### src/inc/ssdp_pkg.sv
/*
 * Constants for the serial status, data and shared port block.
 * Assumes a 100 MHz system clock and APB register access, one word per register.
 */
package ssdp_pkg;

    // ----------------------------------------
    // Bus shape
    // ----------------------------------------
    localparam int APB_AW = 10;
    localparam int APB_DW = 32;
    localparam int BYTE_W = 8;

    // ----------------------------------------
    // Register indexes (byte address is four times the index)
    // ----------------------------------------
    localparam logic [7:0] IDX_CTRL_ONE = 8'hD0;
    localparam logic [7:0] IDX_STATUS = 8'hD3;
    localparam logic [7:0] IDX_DATA = 8'hD5;
    localparam logic [7:0] IDX_PORT = 8'hD6;
    localparam logic [7:0] IDX_DIR = 8'hD7;

    // ----------------------------------------
    // Field positions
    // ----------------------------------------
    localparam int ST_DONE_BIT = 7;
    localparam int ST_WRITE_COLLISION_FLAG_BIT = 6;
    localparam int ST_MODE_FAULT_FLAG_BIT = 4;
    localparam int C1_IRQ_EN = 7;
    localparam int C1_ENABLE = 6;
    localparam int C1_MASTER = 4;
    localparam int C1_CPOL = 3;
    localparam int C1_SS_OUT_EN = 1;
    localparam int C1_LSB_FIRST = 0;

    // Shared port pin positions
    localparam int PIN_RX0 = 0;
    localparam int PIN_TX0 = 1;
    localparam int PIN_RX1 = 2;
    localparam int PIN_TX1 = 3;
    localparam int PIN_MISO = 4;
    localparam int PIN_MOSI = 5;
    localparam int PIN_SCK = 6;
    localparam int PIN_SS = 7;

    // ----------------------------------------
    // Reset values
    // ----------------------------------------
    localparam logic [7:0] CTRL_ONE_RST = 8'h00;
    localparam logic [7:0] DIR_RST = 8'h00;
    localparam logic [7:0] PORT_RST = 8'h00;

    // ----------------------------------------
    // Timing
    // ----------------------------------------
    localparam int CLK_PERIOD_NS = 10;
    localparam int SCK_HALF_NS = 40;
    localparam int SCK_HALF_CYC = (SCK_HALF_NS + CLK_PERIOD_NS - 1) / CLK_PERIOD_NS;
    localparam logic [2:0] LAST_BIT = 3'h7;

    // Transfer states
    typedef enum logic [3:0] {
        ST_IDLE = 4'b0001,
        ST_LEAD = 4'b0010,
        ST_TRAIL = 4'b0100,
        ST_DONE = 4'b1000
    } ssdp_state_t;

endpackage

### src/hw/ssdp_sync.sv
/*
 * Two flip-flop synchroniser for a group of pin levels.
 * Assumes the inputs are asynchronous to i_clock.
 */
`timescale 1ns/1ns
module ssdp_sync #(
    parameter int W = 8
) (
    input wire logic i_clock,
    input wire logic i_rst,
    input wire logic [W-1:0] i_async,
    output logic [W-1:0] o_sync
);
    logic [W-1:0] meta_q;
    logic [W-1:0] sync_q;

    // First stage feeds only the second
    always_ff @(posedge i_clock or posedge i_rst) begin
        if (i_rst) begin
            meta_q <= '0;
            sync_q <= '0;
        end else begin
            meta_q <= i_async;
            sync_q <= meta_q;
        end
    end

    assign o_sync = sync_q;
endmodule

### src/hw/ssdp_shifter.sv
/*
 * Eight bit serial shifter with a one bit input sample stage.
 * Assumes sample and shift strobes are one-cycle pulses on i_clock.
 */
`timescale 1ns/1ns
module ssdp_shifter
    import ssdp_pkg::*;
(
    input wire logic i_clock,
    input wire logic i_load,
    input wire logic [ssdp_pkg::BYTE_W-1:0] i_load_data,
    input wire logic i_sample,
    input wire logic i_shift,
    input wire logic i_serial_in,
    input wire logic i_lsb_first,
    output logic o_serial_out,
    output logic [ssdp_pkg::BYTE_W-1:0] o_data
);
    logic [BYTE_W-1:0] shift_q;
    logic in_bit_q;

    // No reset: contents survive reset
    always_ff @(posedge i_clock) begin
        if (i_load) begin
            shift_q <= i_load_data;
        end else if (i_shift) begin
            if (i_lsb_first) begin
                shift_q <= {in_bit_q, shift_q[BYTE_W-1:1]};
            end else begin
                shift_q <= {shift_q[BYTE_W-2:0], in_bit_q};
            end
        end
    end

    // Captured on the leading clock edge
    always_ff @(posedge i_clock) begin
        if (i_sample) begin
            in_bit_q <= i_serial_in;
        end
    end

    assign o_serial_out = i_lsb_first ? shift_q[0] : shift_q[BYTE_W-1];
    assign o_data = shift_q;
endmodule

### src/hw/ssdp_top.sv
/*
 * Serial peripheral status flags, data register and shared port pin logic.
 * Assumes an APB master on i_clock and an external serial device on the pins.
 */
`timescale 1ns/1ns
// Operation
// - Done flag after eighth clock cycle
// - Done clears: status read, data access
// - Busy write discarded, collision flag set
// - Collision clears: status read, data access
// - Master mode, select low sets fault
// - Pin seven output suppresses fault
// - Fault clears: status read, control write
// - Status readable, writes ignored
// - Data reads buffered, writes load shifter
// - Data register untouched by reset
// - Sixteen bit ring shifts eight places
// - Reset clears port direction
// - Port read: pin or driver level
// - Latch drives outputs, never serial outputs
// - Direction zero input, one output
// - Receiver active: pins two, zero input
// - Transmitter active: pins three, one output
// - SPI inputs forced, SPI outputs need direction
// - Slave: pin seven select input
// - Fault clears direction bits five-seven
// - Interrupt on done or fault
// - Fault reads master, enable as zero
module ssdp_top
    import ssdp_pkg::*;
(
    input wire logic i_clock,
    input wire logic i_rst,
    input wire logic i_psel,
    input wire logic i_penable,
    input wire logic i_pwrite,
    input wire logic [ssdp_pkg::APB_AW-1:0] i_paddr,
    input wire logic [ssdp_pkg::APB_DW-1:0] i_pwdata,
    output logic [ssdp_pkg::APB_DW-1:0] o_prdata,
    output logic o_pready,
    output logic o_pslverr,
    input wire logic [ssdp_pkg::BYTE_W-1:0] i_pin_in,
    output logic [ssdp_pkg::BYTE_W-1:0] o_pin_out,
    output logic [ssdp_pkg::BYTE_W-1:0] o_pin_oe,
    input wire logic i_async_rx_en,
    input wire logic i_async_tx_en,
    input wire logic [1:0] i_async_txd,
    output logic o_spi_irq
);
    import ssdp_pkg::*;

    // ----------------------------------------
    // Declarations
    // ----------------------------------------
    logic pready_q;
    logic pslverr_q;
    logic [APB_DW-1:0] prdata_q;
    logic [7:0] idx;
    logic hit;
    logic acc;
    logic [BYTE_W-1:0] rd_byte;
    logic wr_ctrl;
    logic wr_data;
    logic wr_port;
    logic wr_dir;
    logic rd_status;
    logic data_acc;
    logic [BYTE_W-1:0] ctrl_q;
    logic [BYTE_W-1:0] dir_q;
    logic [BYTE_W-1:0] port_q;
    logic [BYTE_W-1:0] rx_buf_q;
    logic done_flag_q;
    logic write_collision_flag_flag_q;
    logic mode_fault_flag_flag_q;
    logic armed_done_q;
    logic armed_write_collision_flag_q;
    logic armed_mode_fault_flag_q;
    logic irq_q;
    logic [BYTE_W-1:0] pin_s;
    logic [BYTE_W-1:0] pin_out_q;
    logic [BYTE_W-1:0] pin_oe_q;
    logic [BYTE_W-1:0] pin_out_d;
    logic [BYTE_W-1:0] pin_oe_d;
    ssdp_state_t state_q;
    logic [2:0] bit_cnt_q;
    logic [7:0] div_cnt_q;
    logic sck_prev_q;
    logic enable;
    logic master;
    logic busy;
    logic tick;
    logic lead_ev;
    logic trail_ev;
    logic abort;
    logic start;
    logic sample;
    logic shift;
    logic done;
    logic mode_fault_flag_set;
    logic write_collision_flag_set;
    logic ser_out;
    logic [BYTE_W-1:0] shift_data;

    // ----------------------------------------
    // APB slave
    // ----------------------------------------
    assign idx = i_paddr[APB_AW-1:2];
    assign hit = (idx == IDX_CTRL_ONE) || (idx == IDX_STATUS) || (idx == IDX_DATA) ||
                 (idx == IDX_PORT) || (idx == IDX_DIR);
    assign acc = i_psel && i_penable && pready_q;
    assign wr_ctrl = acc && i_pwrite && (idx == IDX_CTRL_ONE);
    assign wr_data = acc && i_pwrite && (idx == IDX_DATA);
    assign wr_port = acc && i_pwrite && (idx == IDX_PORT);
    assign wr_dir = acc && i_pwrite && (idx == IDX_DIR);
    assign rd_status = acc && !i_pwrite && (idx == IDX_STATUS);
    assign data_acc = acc && (idx == IDX_DATA);

    // Read mux; status is read-only
    always_comb begin
        rd_byte = '0;
        case (idx)
            IDX_CTRL_ONE: rd_byte = ctrl_q;
            IDX_STATUS: begin
                rd_byte[ST_DONE_BIT] = done_flag_q;
                rd_byte[ST_WRITE_COLLISION_FLAG_BIT] = write_collision_flag_flag_q;
                rd_byte[ST_MODE_FAULT_FLAG_BIT] = mode_fault_flag_flag_q;
            end
            IDX_DATA: rd_byte = rx_buf_q;
            IDX_PORT: begin
                for (int b = 0; b < BYTE_W; b++) begin
                    rd_byte[b] = pin_oe_q[b] ? pin_out_q[b] : pin_s[b];
                end
            end
            IDX_DIR: rd_byte = dir_q;
            default: rd_byte = '0;
        endcase
    end

    // One wait state, then answer
    always_ff @(posedge i_clock or posedge i_rst) begin
        if (i_rst) begin
            pready_q <= 1'b0;
            pslverr_q <= 1'b0;
            prdata_q <= '0;
        end else begin
            pready_q <= i_psel && i_penable && !pready_q;
            if (i_psel && i_penable && !pready_q) begin
                prdata_q <= {{(APB_DW-BYTE_W){1'b0}}, rd_byte};
                pslverr_q <= !hit;
            end
        end
    end

    // ----------------------------------------
    // Control, direction and port latch
    // ----------------------------------------
    assign enable = ctrl_q[C1_ENABLE];
    assign master = ctrl_q[C1_MASTER];

    // Fault drops master and enable
    always_ff @(posedge i_clock or posedge i_rst) begin
        if (i_rst) begin
            ctrl_q <= CTRL_ONE_RST;
        end else if (mode_fault_flag_set) begin
            ctrl_q[C1_ENABLE] <= 1'b0;
            ctrl_q[C1_MASTER] <= 1'b0;
        end else if (wr_ctrl) begin
            ctrl_q <= i_pwdata[BYTE_W-1:0];
        end
    end

    // Direction register
    always_ff @(posedge i_clock or posedge i_rst) begin
        if (i_rst) begin
            dir_q <= DIR_RST;
        end else begin
            if (wr_dir) begin
                dir_q <= i_pwdata[BYTE_W-1:0];
            end
            if (mode_fault_flag_set) begin
                dir_q[PIN_SS:PIN_MOSI] <= 3'h0;
            end
        end
    end

    // Port data latch
    always_ff @(posedge i_clock or posedge i_rst) begin
        if (i_rst) begin
            port_q <= PORT_RST;
        end else if (wr_port) begin
            port_q <= i_pwdata[BYTE_W-1:0];
        end
    end

    // ----------------------------------------
    // Status flags
    // ----------------------------------------
    assign write_collision_flag_set = wr_data && busy;
    assign mode_fault_flag_set = master && !dir_q[PIN_SS] && !pin_s[PIN_SS] && !mode_fault_flag_flag_q;

    // Arming by a status read
    always_ff @(posedge i_clock or posedge i_rst) begin
        if (i_rst) begin
            armed_done_q <= 1'b0;
            armed_write_collision_flag_q <= 1'b0;
            armed_mode_fault_flag_q <= 1'b0;
        end else if (rd_status) begin
            armed_done_q <= prdata_q[ST_DONE_BIT] && done_flag_q; // Arm only on what software saw
            armed_write_collision_flag_q <= prdata_q[ST_WRITE_COLLISION_FLAG_BIT] && write_collision_flag_flag_q;
            armed_mode_fault_flag_q <= prdata_q[ST_MODE_FAULT_FLAG_BIT] && mode_fault_flag_flag_q;
        end else begin
            if (data_acc) begin
                armed_done_q <= 1'b0;
                armed_write_collision_flag_q <= 1'b0;
            end
            if (wr_ctrl) begin
                armed_mode_fault_flag_q <= 1'b0;
            end
        end
    end

    // Set wins over clear
    always_ff @(posedge i_clock or posedge i_rst) begin
        if (i_rst) begin
            done_flag_q <= 1'b0;
            write_collision_flag_flag_q <= 1'b0;
            mode_fault_flag_flag_q <= 1'b0;
        end else begin
            if (done) begin
                done_flag_q <= 1'b1;
            end else if (data_acc && armed_done_q) begin
                done_flag_q <= 1'b0;
            end
            if (write_collision_flag_set) begin
                write_collision_flag_flag_q <= 1'b1;
            end else if (data_acc && armed_write_collision_flag_q) begin
                write_collision_flag_flag_q <= 1'b0;
            end
            if (dir_q[PIN_SS]) begin
                mode_fault_flag_flag_q <= 1'b0;
            end else if (mode_fault_flag_set) begin
                mode_fault_flag_flag_q <= 1'b1;
            end else if (wr_ctrl && armed_mode_fault_flag_q) begin
                mode_fault_flag_flag_q <= 1'b0;
            end
        end
    end

    // Interrupt request, no collision term
    always_ff @(posedge i_clock or posedge i_rst) begin
        if (i_rst) begin
            irq_q <= 1'b0;
        end else begin
            irq_q <= ctrl_q[C1_IRQ_EN] && (done_flag_q || mode_fault_flag_flag_q);
        end
    end

    // ----------------------------------------
    // Transfer engine
    // ----------------------------------------
    assign busy = (state_q != ST_IDLE);
    assign tick = master && (div_cnt_q == 8'(SCK_HALF_CYC - 1));
    assign lead_ev = master ? tick : ((pin_s[PIN_SCK] != sck_prev_q) && (pin_s[PIN_SCK] != ctrl_q[C1_CPOL]));
    assign trail_ev = master ? tick : ((pin_s[PIN_SCK] != sck_prev_q) && (pin_s[PIN_SCK] == ctrl_q[C1_CPOL]));
    assign abort = !enable || mode_fault_flag_set || (!master && pin_s[PIN_SS]);
    assign start = enable && !busy && (master ? (wr_data && !mode_fault_flag_set) : !pin_s[PIN_SS]);
    assign sample = (state_q == ST_LEAD) && lead_ev && !abort;
    assign shift = (state_q == ST_TRAIL) && trail_ev && !abort;
    assign done = (state_q == ST_DONE);

    // Half-period divider for master clock
    always_ff @(posedge i_clock or posedge i_rst) begin
        if (i_rst) begin
            div_cnt_q <= '0;
        end else if (!busy || tick) begin
            div_cnt_q <= '0;
        end else begin
            div_cnt_q <= div_cnt_q + 8'h01;
        end
    end

    // Serial clock edge history
    always_ff @(posedge i_clock or posedge i_rst) begin
        if (i_rst) begin
            sck_prev_q <= 1'b0;
        end else begin
            sck_prev_q <= pin_s[PIN_SCK];
        end
    end

    // Eight lead/trail pairs per byte
    always_ff @(posedge i_clock or posedge i_rst) begin
        if (i_rst) begin
            state_q <= ST_IDLE;
            bit_cnt_q <= '0;
        end else begin
            case (state_q)
                ST_IDLE: begin
                    bit_cnt_q <= '0;
                    if (start) begin
                        state_q <= ST_LEAD;
                    end
                end
                ST_LEAD: begin
                    if (abort) begin
                        state_q <= ST_IDLE;
                    end else if (lead_ev) begin
                        state_q <= ST_TRAIL;
                    end
                end
                ST_TRAIL: begin
                    if (abort) begin
                        state_q <= ST_IDLE;
                    end else if (trail_ev) begin
                        bit_cnt_q <= bit_cnt_q + 3'h1;
                        state_q <= (bit_cnt_q == LAST_BIT) ? ST_DONE : ST_LEAD;
                    end
                end
                ST_DONE: state_q <= ST_IDLE;
                default: state_q <= ST_IDLE;
            endcase
        end
    end

    // Received byte buffer, no reset
    always_ff @(posedge i_clock) begin
        if (done) begin
            rx_buf_q <= shift_data;
        end
    end

    // Shifter: idle writes load, busy writes dropped
    ssdp_shifter u_shifter (
        .i_clock(i_clock),
        .i_load(wr_data && !busy),
        .i_load_data(i_pwdata[BYTE_W-1:0]),
        .i_sample(sample),
        .i_shift(shift),
        .i_serial_in(master ? pin_s[PIN_MISO] : pin_s[PIN_MOSI]),
        .i_lsb_first(ctrl_q[C1_LSB_FIRST]),
        .o_serial_out(ser_out),
        .o_data(shift_data)
    );

    // ----------------------------------------
    // Shared port pins
    // ----------------------------------------
    ssdp_sync #(.W(BYTE_W)) u_pin_sync (
        .i_clock(i_clock),
        .i_rst(i_rst),
        .i_async(i_pin_in),
        .o_sync(pin_s)
    );

    // Pin ownership: latch by default, serial units override
    always_comb begin
        pin_out_d = port_q;
        pin_oe_d = dir_q;
        if (i_async_rx_en) begin
            pin_oe_d[PIN_RX0] = 1'b0;
            pin_oe_d[PIN_RX1] = 1'b0;
        end
        if (i_async_tx_en) begin
            pin_oe_d[PIN_TX0] = 1'b1;
            pin_oe_d[PIN_TX1] = 1'b1;
            pin_out_d[PIN_TX0] = i_async_txd[0];
            pin_out_d[PIN_TX1] = i_async_txd[1];
        end
        if (enable && master) begin
            pin_oe_d[PIN_MISO] = 1'b0;
            pin_out_d[PIN_MOSI] = ser_out;
            pin_out_d[PIN_SCK] = ctrl_q[C1_CPOL] ^ (state_q == ST_TRAIL);
            if (dir_q[PIN_SS] && ctrl_q[C1_SS_OUT_EN]) begin
                pin_out_d[PIN_SS] = !busy;
            end
        end else if (enable) begin
            pin_oe_d[PIN_MOSI] = 1'b0;
            pin_oe_d[PIN_SCK] = 1'b0;
            pin_oe_d[PIN_SS] = 1'b0;
            pin_out_d[PIN_MISO] = ser_out;
            pin_oe_d[PIN_MISO] = dir_q[PIN_MISO] && !pin_s[PIN_SS];
        end
    end

    // Registered pin drivers
    always_ff @(posedge i_clock or posedge i_rst) begin
        if (i_rst) begin
            pin_out_q <= '0;
            pin_oe_q <= '0;
        end else begin
            pin_out_q <= pin_out_d;
            pin_oe_q <= pin_oe_d;
        end
    end

    assign o_prdata = prdata_q;
    assign o_pready = pready_q;
    assign o_pslverr = pslverr_q;
    assign o_pin_out = pin_out_q;
    assign o_pin_oe = pin_oe_q;
    assign o_spi_irq = irq_q;
endmodule

### config.mk
export PLATFORM = sky130hd
export DESIGN_NAME = ssdp_top
export DESIGN_NICKNAME = d
export VERILOG_FILES = /design/src/inc/ssdp_pkg.sv /design/src/hw/ssdp_sync.sv /design/src/hw/ssdp_shifter.sv /design/src/hw/ssdp_top.sv
export SDC_FILE = /design/constraint.sdc
export NUM_CORES = 1
export LEC_CHECK = 0
export BUFFER_PORTS_ARGS = -buffer_cell sky130_fd_sc_hd__buf_2
export CORE_MARGIN = 2
export CORE_UTILIZATION = 45
export CTS_CLUSTER_DIAMETER = 80
export CTS_CLUSTER_SIZE = 28
export DETAILED_ROUTE_END_ITERATION = 10
export GPL_ROUTABILITY_DRIVEN = 0
export GPL_TIMING_DRIVEN = 1
export HOLD_SLACK_MARGIN = 0.05
export PLACE_DENSITY = 0.76
export SYNTH_ARGS = -nofsm -noshare
export SYNTH_HDL_FRONTEND = slang
export SYNTH_SLANG_ARGS = --single-unit
### constraint.sdc
create_clock -name i_clock -period 3.5 [get_ports i_clock]
set_input_delay 0.35 -clock i_clock [delete_from_list [all_inputs] [get_ports i_clock]]
set_output_delay 0.35 -clock i_clock [all_outputs]
set_load 0.005 [all_outputs]
Word-level counts from Yosys, hierarchy flattened
Index checks and enable logic that the tools add are counted.
{"block": "op_classes", "n_addsub": 2, "multipliers": 0, "n_div": 0, "magnitude_cmp": 0, "eq_ne": 20, "shift": 0, "mux": 61, "n_bitwise": 2, "n_reduce_logical": 68}
{"op": "$eq A8 B8 Y1 const B", "n": 5}
{"op": "$mux W8", "n": 5}
{"op": "$logic_and A1 B1 Y1", "n": 37}
{"op": "$mux W1", "n": 37}
{"op": "$mux W4", "n": 7}
{"op": "$pmux W4 S4", "n": 1}
{"op": "$reduce_bool A2 Y1", "n": 8}
{"op": "$mux W3", "n": 5}
{"op": "$pmux W4 S3", "n": 1}
{"op": "$logic_not A1 Y1", "n": 11}
{"op": "$pmux W2 S5", "n": 1}
{"op": "$add A8 B1 Y8 const B", "n": 1}
{"op": "$eq A8 B2 Y1 const B", "n": 1}
{"op": "$logic_or A1 B1 Y1", "n": 8}
{"op": "$mux W7", "n": 1}
{"op": "$ne A2 B2 Y1 const B", "n": 3}
{"op": "$ne A3 B3 Y1 const B", "n": 2}
{"op": "$pmux W3 S2", "n": 1}
{"op": "$reduce_and A3 Y1", "n": 2}
{"op": "$pmux W1 S5", "n": 1}
{"op": "$eq A4 B1 Y1 const B", "n": 1}
{"op": "$eq A4 B2 Y1 const B", "n": 1}
{"op": "$eq A4 B3 Y1 const B", "n": 1}
{"op": "$eq A4 B4 Y1 const B", "n": 1}
{"op": "10 further kinds", "n": 11}
{"block": "word_totals", "ff_bits": 106, "latch_bits": 0, "ramBits": 0, "romBits": 0, "input_bits": 59, "out_inout_bits": 51, "elab_cells": 179, "mem_count": 0}

Depth between registers and ports, before layout
{"block": "depth", "word_depth": 10, "ltp_mapped": 6, "depth_no_buf": 5}

By module
From an unflattened synthesis, not the netlist that was laid out.
{"block": "unflattened", "cells_unflattened": 399, "area_unflattened_um2": 4792.1}
{"module": "ssdp_top", "n_inst": 1, "cells_per_inst": 345, "area_each_um2": 3923.8, "seq_area_each_um2": 2068.2}
{"module": "ssdp_shifter", "n_inst": 1, "cells_per_inst": 37, "area_each_um2": 464.2, "seq_area_each_um2": 270.3}
{"module": "ssdp_sync", "n_inst": 1, "cells_per_inst": 17, "area_each_um2": 404.1, "seq_area_each_um2": 400.4}

Worst setup path after synthesis
Ideal clock, no wire load.
{"block": "synth_timing", "kind": "reg2reg", "start": "reg state_q[1]", "end": "reg u_shifter.shift_q[0], in the netlist u_shifter.o_data[0], enable pin", "setup_time_ns": 0.334, "arrival_time_ns": 2.071, "required_ns": 3.166, "slack_ns": 1.095, "stages_incl_launch_ff": 6, "synth_period_minus_slack_ns": 2.405, "path_cell_list": "dfrtp_1 > buf_6 > or4b_2 > nor4_1 > a21boi_2 > nand2b_1"}
{"block": "synth_between", "elab_chain_cells": 4, "word_cells_on_any_way": 7}
{"item": "from (decl)", "line": "ssdp_top.sv:84", "source": "ssdp_state_t state_q;"}
{"item": "from (signal assigned)", "line": "ssdp_top.sv:316", "source": "state_q <= (bit_cnt_q == LAST_BIT) ? ST_DONE : ST_LEAD;"}
{"item": "$eq A4 B3 Y1 or $ne A4 B1 Y1 (tied branches)", "line": "ssdp_top.sv:268, ssdp_top.sv:261"}
{"item": "$logic_and A1 B1 Y1 or $logic_not A1 Y1 (tied branches)", "line": "ssdp_top.sv:268, ssdp_top.sv:335"}
{"item": "$logic_and A1 B1 Y1 (on tied branches)", "line": "ssdp_top.sv:268, ssdp_top.sv:335"}
{"item": "$reduce_bool A2 Y1 (no source line) (*)"}
{"item": "to (signal assigned)", "line": "ssdp_shifter.sv:25", "source": "shift_q <= i_load_data;"}
{"item": "to (signal assigned)", "line": "ssdp_shifter.sv:28", "source": "shift_q <= {in_bit_q, shift_q[BYTE_W-1:1]};"}
{"item": "to (signal assigned)", "line": "ssdp_shifter.sv:30", "source": "shift_q <= {shift_q[BYTE_W-2:0], in_bit_q};"}
{"item": "to (decl)", "line": "ssdp_shifter.sv:19", "source": "logic [BYTE_W-1:0] shift_q;"}
Every way passes the cells marked *; elsewhere a longest branch is shown, timed or not.
A chain may end at the register's enable or synchronous reset.

Final worst setup path
{"block": "layout_timing", "start": "reg state_q[3]", "end": "reg u_shifter.shift_q[7], in the netlist u_shifter.o_data[7], enable pin"}
Same word-level chain as after synthesis.

==> key figures <==
Final layout
  • Area of the multi-input gates: 1950 um^2
  • Final cell count without fillers: 617
  • Register area: 2740 um^2
  • Most common cell after layout, fill and taps aside: dfrtp_1
  • Layout Nets: 534
  • Fillers: 926
  • Share of cells above drive strength 1: 26.6%
  • Post-layout util: 51.5%
  • Synthesis-to-finish area growth: 12.9%
  • Antenna Diode Count: 0
  • Most frequent cells in the layout: 88 x dfrtp_1, 59 x buf_2, 31 x nand2_1

CTS
  • CTS Buf Count: 9
  • Clock-pin slew on the worst setup and hold paths: 0.10 ns
  • CTS Sinks: 106
  • Root Buffer: clkbuf_8
  • H-tree levels: 3
  • CTS tree: built
  • # resized after CTS: 0
  • Hold Buf Count CTS: 1
  • CTS Buffer Depth: 2
  • Clk_lat worst skew: 0.38 ns
  • Total setup buffers inserted after CTS: 0

Global route
  • Global Route Usage Sum: 18.4%
  • First-pass GRT wire length: 16100 um
  • Pin count of the biggest net entering global routing: 35
  • Global route overflow: 0
  • Vias in the first global route: 3153
  • Antenna violations before repair: 0

Setup path
  • Crit-path max FO: 8
  • Worst path max stage delay: 0.71 ns
  • Reg2reg path depth: 4
  • Buf+Inv Stages, Crit Path: 0
  • Crit end category: register
  • CP max-delay cell: or4b_2
  • Setup CP Type: register to register
  • Startpoint Class: register
  • Critical Path RT: 3.54 ns
  • Crit path depth: 4
  • CP top delay family: simple AND/OR/NAND/NOR gates
  • CP Cell Sequence: or4b_2 > nor4_1 > a21boi_2 > nand2b_1
  • Crit path DAT: 2.79 ns

Route
  • Via count: 3339
  • Routed Antenna Nets: 0
  • Via density: 5.41
  • DRC: 0
  • Initial detailed-routing violation count: 225
  • Routed WL: 10300 um
  • DRT Pass-1 Iters: 4
  • Routed wire per std cell: 16.7 um

Place
  • IO buf count: 59
  • Placed Cells: 594
  • Post-DP HPWL: 7260 um

Job
  • Max Cap Viol: 0

STA
  • Rel. slew slack: 44.5%
  • Fin crit share: 78.7%
  • Clk_skew: 0.0129 ns
  • Setup tns final: 0 ns
  • Maximum clock rate: 363 MHz
  • RSZ-0062 raised after global routing: no
  • Worst Max-Slew Pin Slew: 0.831 ns
  • Final setup viols: 0
  • Min Clock Period, post-route: 2.75 ns
  • Hold slack: 0.0698 ns
  • Fin. max-slew vios: 0
  • Final hold violations: 0

Floorplanning
  • Die area: 11700 um^2
  • Core Area: 10700 um^2
  • DIE WIDTH: 108 um
  • Die Ht: 108 um
  • IO Pins: 110
  • Num rows: 38
  • Initial Util: 45.7%

Power
  • Switch Pwr: 528 uW
  • Power share of the clock group: 37.7%
  • Peak VDD IR: 185 uV
  • Sw Ratio: 23.5%
  • Seq pwr share: 56.9%
  • Logic gate share of total power: 5.4%
  • Pwr dens: 408 nW/um^2
  • Leak pwr: 2.52 nW
  • Overall Power: 2.25 mW
  • Int Power: 1.72 mW

Synthesis
  • Yosys cell types: 54
  • Mapped Area: 4890 um^2
  • YS warnings: 0
  • Synth async-reset ratio: 84.0%
  • Ys flop type: dfrtp_1
  • #FFs+latches synth: 106
  • Mapped Cells: 407
  • Number of synthesized flops with an enable pin: 17
  • Synth Area per Inst: 12.0 um^2
  • Sequential share of the synthesized area: 56.1%

Outcome
  • Status: finished, final reports clean

Hold path
  • Hold Path Class: input pin to register
  • Worst hold path cell count: 1
-- metrics by stage --
step | cell area, um^2 | setup WS, ns
after detailed placement | 5220 | 0.753
after global placement | 5220 | 0.824
after CTS | 5450 | 0.749
after floorplan | 4970 | 0.845
after global routing | 5510 | 0.591
final | 5510 | 0.746
-- kinds of logic (layout without fill, tap and decap cells) --
| logic type | count (synthesis) | count (layout) | synth area share (%) |
|---|---|---|---|
| AND/OR/NAND/NOR | 125 | 125 | 14.7 |
| flip-flops | 106 | 106 | 56.1 |
| AO/OA/AOI/OAI | 62 | 62 | 8.30 |
| multiplexers | 55 | 55 | 12.8 |
| buffers and inverters | 46 | 93 | 5.71 |
| XOR/XNOR | 9 | 9 | 1.61 |
| adder cells (fa/ha/maj) | 3 | 3 | 0.768 |
| other | 1 | 24 | 0.0768 |
-- synthesized netlist by cell type (4+ instances only) --
library cell  number  area [um^2]
dfrtp_1           88         2200
and2_1             6         37.5
nand2b_1           4         25.0
or2_2              4         25.0
nand2_1           31          116
a22o_1             6         52.6
nor4b_1            9         78.8
mux2_2            30          338
nor2_1            19         71.3
mux2_4             7          105
buf_4             24          180
clkbuf_1          12         45.0
a22oi_1            6         45.0
nand3b_1           6         45.0
and3_1             6         37.5
nand3_1            9         45.0
mux2i_1           18          180
xor2_1             7         61.3
edfxtp_1          17          510
nor4_1             4         25.0
nor2b_1            4         25.0
o2bb2ai_1          5         43.8
a21oi_1            9         45.0
o21ai_0           24          120
inv_1              7         26.3
-- metal layers --
layer  part of all wire, %  GRT usage [%]  vias to the layer above
met5                     0              0                        -
met4                   1.4           6.14                        0
met3                   7.5           4.64                       11
met2                    46           27.9                      122
met1                    45           25.8                     1648
li1                      -              -                     1558
-- state kept, by name, indices dropped and copies added (netlist names), 3 cells and up --
name / flops
ctrl_q: 8
dir_q: 8
div_cnt_q: 8
o_pin_oe: 8
o_pin_out: 8
o_prdata: 8
port_q: 8
rx_buf_q: 8
u_pin_sync.meta_q: 8
u_pin_sync.o_sync: 8
u_shifter.o_data: 8
state_q: 4
bit_cnt_q: 3
-- cell type report --
| cell class | count | area share (%) |
|---|---|---|
| Timing Repair Buffer | 70 | 7.17 |
| Clock inverter | 7 | 1.79 |
| Multi-Input combinational cell | 278 | 35.4 |
| Clock buffer | 9 | 2.25 |
| Inverter | 7 | 0.499 |
| Sequential cell | 106 | 49.7 |
| Tap cell | 140 | 3.18 |
-- power by group through the flow --
| stage | clock, mW | sequential (mW) | combinational (mW) |
|---|---|---|---|
| finish | 0.848 | 1.28 | 0.122 |
| global route | 0.921 | 1.28 | 0.137 |
| CTS | 0.864 | 1.28 | 0.117 |
| detailed placement | 0 | 1.30 | 0.115 |
| global placement | 0 | 1.30 | 0.113 |
| floorplan | 0 | 1.30 | 0.0842 |
-- final timing paths --
| check | start | end | slack, ns |
|---|---|---|---|
| hold / removal | i_pin_in[7] | u_pin_sync.meta_q[7] | 0.07 |
| hold reg to reg | u_pin_sync.meta_q[5] | u_pin_sync.o_sync[5] | 0.36 |
| min in group asynchronous | i_rst | u_pin_sync.meta_q[2] | 0.50 |
| max in group asynchronous | i_rst | state_q[0] | 2.19 |
| setup reg to reg | state_q[3] | u_shifter.o_data[7] | 0.75 |
| setup / recovery | state_q[3] | u_shifter.o_data[7] | 0.75 |
No activity file was read; power rests on OpenSTA's default activity.
